[src/bdmtc_pkg.sv]
// package of constants and types for the bus driver mode and transmit control block
// How it works
// - transmitter drives lines only in full_mode
// - transmit needs full_mode, enable low, guardian high
// - enable accepted only while transmit bit low
// - enabled transmitter forwards bit as high/low symbol
// - idle symbol means transmitter switched off
// - mode changes only by pins, undervoltage, wake
// - sleep entered through sleep_entry_step state
// - floating mode pins read low, giving standby_mode
// - floating enable or guardian keeps transmitter off
// - floating transmit bit drives bus_low_symbol
// - missing io reference forces input defaults
// - missing io reference forces rx bit low
// - low power and listen ignore transmit inputs
// - full and listen bias lines to bias_level
// - standby, sleep, entry ground lines; unpowered open
// - receiver classifies idle, high, low in full and listen only
// - receive filter sized for 60 ns bits
// - missing supply puts device in unpowered mode
// - sleep and standby are low power modes
// - overtemperature switches transmitter off
// - pin encoding selects full, listen, sleep, standby
// - guardian low disables transmitter, full_mode only
// - activity low when active, rx bit follows data
// - low power rx bit shows wake flag, low set
package bdmtc_pkg;

  typedef enum logic [2:0] {
    BDMTC_UNPOWERED,
    BDMTC_STANDBY,
    BDMTC_SLEEP_ENTRY,
    BDMTC_SLEEP,
    BDMTC_LISTEN,
    BDMTC_FULL
  } bdmtc_mode_t;

  typedef enum logic [1:0] {
    BDMTC_SYM_IDLE,
    BDMTC_SYM_LOW,
    BDMTC_SYM_HIGH
  } bdmtc_sym_t;

  typedef enum logic [1:0] {
    BDMTC_BIAS_OPEN,
    BDMTC_BIAS_GND,
    BDMTC_BIAS_LEVEL
  } bdmtc_bias_t;

  // controller-side digital inputs
  typedef struct packed {
    logic tx_bit;
    logic tx_enable_n;
    logic guardian_enable;
  } bdmtc_cc_in_t;

  // host mode pins
  typedef struct packed {
    logic standby_n_sel;
    logic mode_sel_a;
  } bdmtc_host_in_t;

  // supply and wake status
  typedef struct packed {
    logic supply_ok;
    logic io_ref_supply_ok;
    logic wake_flag;
    logic over_temp;
  } bdmtc_stat_t;

  // timing of the receive filter
  localparam int unsigned BDMTC_CLK_PERIOD_NS = 10;
  localparam int unsigned BDMTC_MIN_BIT_NS    = 60;
  // a valid symbol must be stable for at least half the shortest bit
  localparam int unsigned BDMTC_FILT_CYC      =
    ((BDMTC_MIN_BIT_NS / 2) / BDMTC_CLK_PERIOD_NS > 0) ?
    (BDMTC_MIN_BIT_NS / 2) / BDMTC_CLK_PERIOD_NS : 1;

  // reset values
  localparam bdmtc_mode_t BDMTC_RST_MODE = BDMTC_STANDBY;
  localparam bdmtc_sym_t  BDMTC_RST_SYM  = BDMTC_SYM_IDLE;
  // synchroniser contents in reset: quiet pin levels with supplies good,
  // so the first edges after release never see a false unpowered step
  localparam bdmtc_cc_in_t   BDMTC_RST_CC   = '{tx_bit: 1'b0, tx_enable_n: 1'b1,
                                                guardian_enable: 1'b0};
  localparam bdmtc_host_in_t BDMTC_RST_HOST = '{standby_n_sel: 1'b0, mode_sel_a: 1'b0};
  localparam bdmtc_stat_t    BDMTC_RST_STAT = '{supply_ok: 1'b1, io_ref_supply_ok: 1'b1,
                                                wake_flag: 1'b0, over_temp: 1'b0};
  localparam logic [1:0]     BDMTC_RST_CMP  = 2'h0;

  function automatic logic bdmtc_low_power(input bdmtc_mode_t m);
    return (m == BDMTC_STANDBY) || (m == BDMTC_SLEEP);
  endfunction : bdmtc_low_power

endpackage : bdmtc_pkg

[src/bdmtc_rx_filter.sv]
// receive symbol filter: a symbol is taken once stable for a set number of samples
`timescale 1ns/1ns
`default_nettype none
module bdmtc_rx_filter
  import bdmtc_pkg::*;
#(
  parameter int unsigned FILT_CYC = BDMTC_FILT_CYC
) (
  input  wire logic       ref_clk_in,   // sampling clock
  input  wire logic       reset_n_in,   // sync reset, low active
  input  wire bdmtc_sym_t raw_sym_in,   // comparator result, synchronised
  output bdmtc_sym_t      sym_out       // filtered symbol
);
  localparam int unsigned CW = $clog2(FILT_CYC + 1);

  typedef struct packed {
    bdmtc_sym_t    cand;
    logic [CW-1:0] cnt;
    bdmtc_sym_t    sym;
  } bdmtc_filt_st_t;

  bdmtc_filt_st_t st_ff;
  bdmtc_filt_st_t nxt_st;

  initial begin
    if (FILT_CYC < 1) $error("bdmtc_rx_filter: FILT_CYC must be at least 1");
  end

  // shorter pulses than the filter time never reach the output
  always_comb begin
    nxt_st = st_ff;
    if (raw_sym_in != st_ff.cand) begin
      nxt_st.cand = raw_sym_in;
      nxt_st.cnt  = CW'(1);
    end else if (st_ff.cnt < CW'(FILT_CYC)) begin
      nxt_st.cnt = st_ff.cnt + CW'(1);
    end
    if (nxt_st.cnt >= CW'(FILT_CYC)) begin
      nxt_st.sym = nxt_st.cand;
    end
  end

  always_ff @(posedge ref_clk_in) begin
    if (!reset_n_in) begin
      st_ff <= '{cand: BDMTC_RST_SYM, cnt: '0, sym: BDMTC_RST_SYM};
    end else begin
      st_ff <= nxt_st;
    end
  end

  assign sym_out = st_ff.sym;

endmodule : bdmtc_rx_filter
`default_nettype wire

[src/bdmtc_sync.sv]
// two-flop synchroniser for a group of level inputs
`timescale 1ns/1ns
`default_nettype none
module bdmtc_sync
  import bdmtc_pkg::*;
#(
  parameter int unsigned WIDTH = 1
) (
  input  wire logic             ref_clk_in,   // sampling clock
  input  wire logic             reset_n_in,   // sync reset, low active
  input  wire logic [WIDTH-1:0] rst_val_in,   // value held in reset
  input  wire logic [WIDTH-1:0] d_in,         // raw pins
  output logic      [WIDTH-1:0] q_out         // synchronised pins
);
  typedef struct packed {
    logic [WIDTH-1:0] s1;
    logic [WIDTH-1:0] s2;
  } bdmtc_sync_st_t;

  bdmtc_sync_st_t st_ff;
  bdmtc_sync_st_t nxt_st;

  initial begin
    if (WIDTH < 1) $error("bdmtc_sync: WIDTH must be at least 1");
  end

  always_comb begin
    nxt_st    = st_ff;
    nxt_st.s1 = d_in;
    nxt_st.s2 = st_ff.s1;
  end

  // reset loads the quiet pin levels given at the instance, so logic behind sees no false step
  always_ff @(posedge ref_clk_in) begin
    if (!reset_n_in) begin
      st_ff <= '{s1: rst_val_in, s2: rst_val_in};
    end else begin
      st_ff <= nxt_st;
    end
  end

  assign q_out = st_ff.s2;

endmodule : bdmtc_sync
`default_nettype wire

[src/bdmtc_top.sv]
// mode control, transmit gating, bus biasing and receive reporting of the bus driver
`timescale 1ns/1ns
`default_nettype none
module bdmtc_top
  import bdmtc_pkg::*;
#(
  parameter int unsigned FILT_CYC = BDMTC_FILT_CYC
) (
  input  wire logic ref_clk_in,            // 100 MHz sampling clock
  input  wire logic reset_n_in,            // sync reset, low active
  input  wire logic tx_bit_in,             // transmit bit from controller
  input  wire logic tx_enable_n_in,        // transmit enable, low active
  input  wire logic guardian_enable_in,    // guardian enable, high active
  input  wire logic standby_n_sel_in,      // mode pin, standby not
  input  wire logic mode_sel_a_in,         // mode pin a
  input  wire logic supply_ok_in,          // battery and transmitter supplies good
  input  wire logic io_ref_supply_ok_in,   // io reference supply good
  input  wire logic wake_flag_in,          // wake-up flag from wake detector
  input  wire logic over_temp_in,          // transmitter overtemperature
  input  wire logic bus_diff_pos_in,       // comparator: difference above +threshold
  input  wire logic bus_diff_neg_in,       // comparator: difference below -threshold
  output logic      tx_drive_on_out,       // transmitter output stage on
  output logic      tx_symbol_high_out,    // 1 drives high symbol, 0 low symbol
  output logic      bias_level_sel_out,    // bus lines biased to bias_level
  output logic      bias_gnd_sel_out,      // bus lines tied to ground
  output logic      pull_struct_en_out,    // transmit input pull structures on
  output logic      rx_bit_out,            // received bit or wake flag
  output logic      rx_activity_n_out,     // bus activity, low active
  output logic [2:0] mode_out              // current mode
);

  typedef struct packed {
    bdmtc_mode_t mode;
    logic        tx_on;
    logic        tx_high;
    logic        bias_lvl;
    logic        bias_gnd;
    logic        pull_en;
    logic        rx_bit;
    logic        rx_act_n;
  } bdmtc_top_st_t;

  bdmtc_top_st_t st_ff;
  bdmtc_top_st_t nxt_st;

  bdmtc_cc_in_t   cc_raw;
  bdmtc_cc_in_t   cc_s;
  bdmtc_cc_in_t   cc_eff;
  bdmtc_host_in_t host_raw;
  bdmtc_host_in_t host_s;
  bdmtc_stat_t    stat_raw;
  bdmtc_stat_t    stat_s;
  bdmtc_sym_t     raw_sym;
  bdmtc_sym_t     sym_f;
  logic [1:0]     cmp_raw;
  logic [1:0]     cmp_s;

  localparam int unsigned SYNC_W = 3 + 2 + 4 + 2;

  initial begin
    if (FILT_CYC < 1) $error("bdmtc_top: FILT_CYC must be at least 1");
  end

  assign cc_raw   = '{tx_bit: tx_bit_in, tx_enable_n: tx_enable_n_in,
                      guardian_enable: guardian_enable_in};
  assign host_raw = '{standby_n_sel: standby_n_sel_in, mode_sel_a: mode_sel_a_in};
  assign stat_raw = '{supply_ok: supply_ok_in, io_ref_supply_ok: io_ref_supply_ok_in,
                      wake_flag: wake_flag_in, over_temp: over_temp_in};
  assign cmp_raw  = {bus_diff_pos_in, bus_diff_neg_in};

  // all pin inputs pass one synchroniser; in reset it holds quiet pin levels with supplies good
  bdmtc_sync #(
    .WIDTH (SYNC_W)
  ) u_sync (
    .ref_clk_in (ref_clk_in),
    .reset_n_in (reset_n_in),
    .rst_val_in ({BDMTC_RST_CC, BDMTC_RST_HOST, BDMTC_RST_STAT, BDMTC_RST_CMP}),
    .d_in       ({cc_raw, host_raw, stat_raw, cmp_raw}),
    .q_out      ({cc_s, host_s, stat_s, cmp_s})
  );

  always_comb begin
    if (cmp_s == 2'b10) begin
      raw_sym = BDMTC_SYM_HIGH;
    end else if (cmp_s == 2'b01) begin
      raw_sym = BDMTC_SYM_LOW;
    end else begin
      raw_sym = BDMTC_SYM_IDLE;
    end
  end

  bdmtc_rx_filter #(
    .FILT_CYC (FILT_CYC)
  ) u_rx_filter (
    .ref_clk_in (ref_clk_in),
    .reset_n_in (reset_n_in),
    .raw_sym_in (raw_sym),
    .sym_out    (sym_f)
  );

  // missing io reference forces the documented pin defaults: bit low, enable high, guardian low
  always_comb begin
    cc_eff = cc_s;
    if (!stat_s.io_ref_supply_ok) begin
      cc_eff.tx_bit          = 1'b0;
      cc_eff.tx_enable_n     = 1'b1;
      cc_eff.guardian_enable = 1'b0;
    end
  end

  always_comb begin
    nxt_st = st_ff;

    // mode: only pins, undervoltage or the wake flag move it
    if (!stat_s.supply_ok) begin
      nxt_st.mode = BDMTC_UNPOWERED;
    end else if (!stat_s.io_ref_supply_ok) begin
      // fail-safe with no valid host levels: pins read as their pull-down defaults
      nxt_st.mode = BDMTC_STANDBY;
    end else begin
      case ({host_s.standby_n_sel, host_s.mode_sel_a})
        2'b11: nxt_st.mode = BDMTC_FULL;
        2'b10: nxt_st.mode = BDMTC_LISTEN;
        2'b01: begin
          if (st_ff.mode == BDMTC_SLEEP_ENTRY || st_ff.mode == BDMTC_SLEEP) begin
            nxt_st.mode = BDMTC_SLEEP;
          end else begin
            nxt_st.mode = BDMTC_SLEEP_ENTRY;
          end
        end
        default: nxt_st.mode = BDMTC_STANDBY;
      endcase
      // a set wake flag keeps the device out of sleep
      if (stat_s.wake_flag && (nxt_st.mode == BDMTC_SLEEP_ENTRY || nxt_st.mode == BDMTC_SLEEP))
      begin
        nxt_st.mode = BDMTC_STANDBY;
      end
    end

    // transmitter gating; activation only accepted while the bit is low
    if (st_ff.mode != BDMTC_FULL || cc_eff.tx_enable_n || !cc_eff.guardian_enable
        || stat_s.over_temp) begin
      nxt_st.tx_on = 1'b0;
    end else if (st_ff.tx_on) begin
      nxt_st.tx_on = 1'b1;
    end else begin
      nxt_st.tx_on = !cc_eff.tx_bit;
    end
    // pull-down on a floating bit gives the low symbol
    nxt_st.tx_high = nxt_st.tx_on && cc_eff.tx_bit;

    // pulls follow the mode; listen and low power turn them off
    nxt_st.pull_en = (st_ff.mode == BDMTC_FULL);

    // bus biasing
    case (st_ff.mode)
      BDMTC_FULL, BDMTC_LISTEN: begin
        nxt_st.bias_lvl = 1'b1;
        nxt_st.bias_gnd = 1'b0;
      end
      BDMTC_STANDBY, BDMTC_SLEEP_ENTRY, BDMTC_SLEEP: begin
        nxt_st.bias_lvl = 1'b0;
        nxt_st.bias_gnd = 1'b1;
      end
      default: begin
        nxt_st.bias_lvl = 1'b0;
        nxt_st.bias_gnd = 1'b0;
      end
    endcase

    // receive reporting
    if (!stat_s.io_ref_supply_ok) begin
      nxt_st.rx_bit   = 1'b0;
      nxt_st.rx_act_n = 1'b0;
    end else if (bdmtc_low_power(st_ff.mode) || st_ff.mode == BDMTC_SLEEP_ENTRY
                 || st_ff.mode == BDMTC_UNPOWERED) begin
      nxt_st.rx_bit   = !stat_s.wake_flag;
      nxt_st.rx_act_n = !stat_s.wake_flag;
    end else begin
      nxt_st.rx_bit   = (sym_f != BDMTC_SYM_LOW);
      nxt_st.rx_act_n = (sym_f == BDMTC_SYM_IDLE);
    end
  end

  always_ff @(posedge ref_clk_in) begin
    if (!reset_n_in) begin
      st_ff <= '{mode: BDMTC_RST_MODE, tx_on: 1'b0, tx_high: 1'b0, bias_lvl: 1'b0,
                 bias_gnd: 1'b1, pull_en: 1'b0, rx_bit: 1'b1, rx_act_n: 1'b1};
    end else begin
      st_ff <= nxt_st;
    end
  end

  assign tx_drive_on_out    = st_ff.tx_on;
  assign tx_symbol_high_out = st_ff.tx_high;
  assign bias_level_sel_out = st_ff.bias_lvl;
  assign bias_gnd_sel_out   = st_ff.bias_gnd;
  assign pull_struct_en_out = st_ff.pull_en;
  assign rx_bit_out         = st_ff.rx_bit;
  assign rx_activity_n_out  = st_ff.rx_act_n;
  assign mode_out           = st_ff.mode;

endmodule : bdmtc_top
`default_nettype wire

[config.mk]
export PLATFORM = sky130hd
export DESIGN_NAME = bdmtc_top
export DESIGN_NICKNAME = d
export VERILOG_FILES = /design/src/bdmtc_pkg.sv /design/src/bdmtc_rx_filter.sv /design/src/bdmtc_sync.sv /design/src/bdmtc_top.sv
export SDC_FILE = /design/constraint.sdc
export NUM_CORES = 1
export LEC_CHECK = 0
export ABC_CLOCK_PERIOD_IN_PS = 1700
export BUFFER_PORTS_ARGS = -buffer_cell sky130_fd_sc_hd__buf_2
export CAP_MARGIN = 20
export CORE_MARGIN = 4
export CORE_UTILIZATION = 35
export DETAILED_ROUTE_END_ITERATION = 16
export GPL_TIMING_DRIVEN = 1
export PLACE_DENSITY = 0.51
export SLEW_MARGIN = 20
export SYNTH_ARGS = -nofsm -noshare
export SYNTH_HDL_FRONTEND = slang
export SYNTH_SLANG_ARGS = --single-unit
[constraint.sdc]
create_clock -name ref_clk_in -period 1.7 [get_ports ref_clk_in]
set_clock_uncertainty 0.15 [all_clocks]
set_input_delay 0.255 -clock ref_clk_in [delete_from_list [all_inputs] [get_ports ref_clk_in]]
set_output_delay 0.255 -clock ref_clk_in [all_outputs]
set_load 0.1 [all_outputs]
==> impl_metrics.ini <==
[outcome]
status = complete, no violations

[floorplanning]
die_x_um = 66.9
row_count = 21
start_util_pct = 36.4
core_mm2 = 0.00334
dieArea_mm2 = 0.00447
die_h_um = 66.9
ios = 23

[worst_setup_path]
cp_num_buf_inv = 1
cp.depth = 1
arrival_ns = 1.19
cp.required_ns = 1.29
r2r-start = u_sync.q_out[1]$_SDFF_PN0_
endpoint = mode_out[2]
r2r_cells = 3
cp-end-kind = output port
slowest_delay_ns = 0.45
slowest_stage = buf_2
path_cells = buf_2
path_delay_family = buffers and inverters
crit_type = register to output port
startpoint = mode_out[2]$_SDFF_PP0_
worst_r2r_endpoint = u_rx_filter.sym_out[1]$_SDFFE_PN0P_
worst-r2r-setup-slack_ns = 0.40
crit_path_max_fanout = 8
critPathLaunchType = register

[logic_synthesis]
ys_seq_elements = 38
synth_compound_area_share_pct = 8.45
synth_top_family_by_area = simple AND/OR/NAND/NOR gates
synthMuxAreaShare_pct = 0
synthAdderAreaFrac_pct = 0
synthArstFlopShare_pct = 0
synthSimpleGateAreaFrac_pct = 24.6
yosysSeqAreaShare_pct = 62.7
syn_area_per_cell_um2 = 10.9
synth_xor_xnor_area_share_pct = 1.44
synthDistinctLibCells = 29
synth_cells = 111
syn_nets = 124
synth_edf_count = 0
ys.flop_type = dfxtp_1
yosysWarnings = 0
synth_area_mm2 = 0.00121

[power]
power_mw = 1.57
ir_drop_v = 0.000502
p_leak_nw = 0.670
powerDensity_mw_per_mm2 = 1010

[cts]
tritoncts = done
clk_pin_slew_ns = 0.11
cts.sinks = 38
cts.path.max_buffers = 2
post-cts-setup-buffers = 0
clk_latency_ns = 0.33
cts_root_buf = clkbuf_4
numCtsBuffers = 5
htreeDepth = 2

[route]
wl_per_cell_um = 9.62
dr.pass1.iters = 4
drtAntennaViolNets = 0
dr_total_vias = 830
wirelength_um = 1890
viasPerCell = 4.23
drt_iter0_drc = 43
drc = 0

[place]
place.gp.congestion = 0.680
postPlaceCellArea_mm2 = 0.00138
hpwl_um = 1320
dp_slack_ns = 0.381
io_buffers = 22
dp.cells = 177

[hold_path]
hold_class = input pin to register

[layout]
final_common_cell = dfxtp_1
most-common-layout-cells = 35 x dfxtp_1, 22 x buf_2, 16 x and2_1
antenna_cells = 0
drive_above_1_share_pct = 23.3
syn_to_final_growth_pct = 28.1
layout.cells.non_filler = 196
final_cell_area_mm2 = 0.00156
fin_util_pct = 46.6
nNetsFinal = 162

[sta]
rsz0062_at_grt = false
relSlewSlack_pct = 67.5
setup_viol = 0
finalCriticalPeriod_ns = 1.59
report.final.slew_viol_count = 0
finalHoldViolations = 0
worst_slew_pin_slew_ns = 0.490
fin_setup_tns_ns = 0
worst_slack_ns = 0.110
holdWs_ns = 0.0341
clock.fmax_ghz = 0.629
period_share_pct = 93.5

[global_route]
grt_max_degree = 23
grt-ovfl-total = 0
grt_pass1_vias = 749
track_usage_pct = 10.3
grt_pass1_wl_um = 3300
antenna_found_initial = 0

[flow_run]
cap_violations = 0
-- where the power goes --
part / total [mW] / internal (mW) / leakage (nW) / switching [mW]
Clock: 0.476 / 0.199 / 0.0343 / 0.277
Combinational: 0.151 / 0.0608 / 0.323 / 0.0901
Sequential: 0.947 / 0.928 / 0.313 / 0.0188
-- per-layer routing --
layer | part of all wire, % | wire [um] | vias up | track usage, %
met2 | 41 | 780 | 22 | 14.6
met3 | 7.4 | 140 | 7 | 5.56
li1 | - | - | 445 | -
met1 | 48 | 914 | 356 | 12.0
met4 | 2.6 | 49 | 0 | 6.08
met5 | 0 | 0 | - | 0
-- sequential cells by signal (all words and copies together), names as in the netlist --
name                 cells
u_rx_filter.sym_out      2
tx_drive_on_out          1
tx_symbol_high_out       1
u_rx_filter.st_ff        4
mode_out                 3
bias_gnd_sel_out         1
u_sync.q_out            11
bias_level_sel_out       1
u_sync.nxt_st           11
rx_bit_out               1
pull_struct_en_out       1
rx_activity_n_out        1
-- area by class of cell --
cell class | count | area, um^2
fillers | 324 | 1780
flip-flops and latches | 38 | 764
multi-input cells | 64 | 419
repair buffers | 34 | 228
well taps | 46 | 57.6
clock buffers | 6 | 51.3
inverters | 6 | 22.5
clock inverters | 2 | 12.5
-- cell usage after synthesis, drive strengths merged (2+ instances only) --
cell    number  area [um^2]
o21ai        4         20.0
and2        16          100
dfxtp       38          761
nand3b       2         15.0
nor2         5         18.8
xor2         2         17.5
nor3b        3         22.5
inv          6         22.5
and3         2         12.5
nand2b      12         75.1
clkbuf       3         11.3
-- cell families (layout without fill, tap and decap cells) --
logic type / Yosys count / after routing
AND/OR/NAND/NOR: 48 / 48
flip-flops: 38 / 38
XOR/XNOR: 2 / 2
AO/OA/AOI/OAI: 14 / 14
buffers and inverters: 9 / 48
-- how the worst min path moves through the flow --
| stage | cells after the start | to | slack (ns) | start |
|---|---|---|---|---|
| final | 2 | rx_activity_n_out$_SDFF_PN1_ | 0.03 | reset_n_in |
| after detailed placement | 1 | u_sync.q_out[5]$_SDFF_PN1_ | 0.25 | u_sync.nxt_st[5]$_SDFF_PN1_ |
| after floorplan | 1 | u_sync.nxt_st[4]$_SDFF_PN1_ | 0.21 | io_ref_supply_ok_in |
| after global routing | 2 | rx_activity_n_out$_SDFF_PN1_ | 0.03 | reset_n_in |
| after CTS | 2 | rx_activity_n_out$_SDFF_PN1_ | 0.02 | reset_n_in |
| after global placement | 1 | u_sync.q_out[5]$_SDFF_PN1_ | 0.24 | u_sync.nxt_st[5]$_SDFF_PN1_ |
-- what timing repair did --
item,4_1_cts,5_1_grt
endpoints found under the hold margin,11,0
hold buffers,11,0
gates resized for setup,0,0
(Power assumes the default switching activity.)
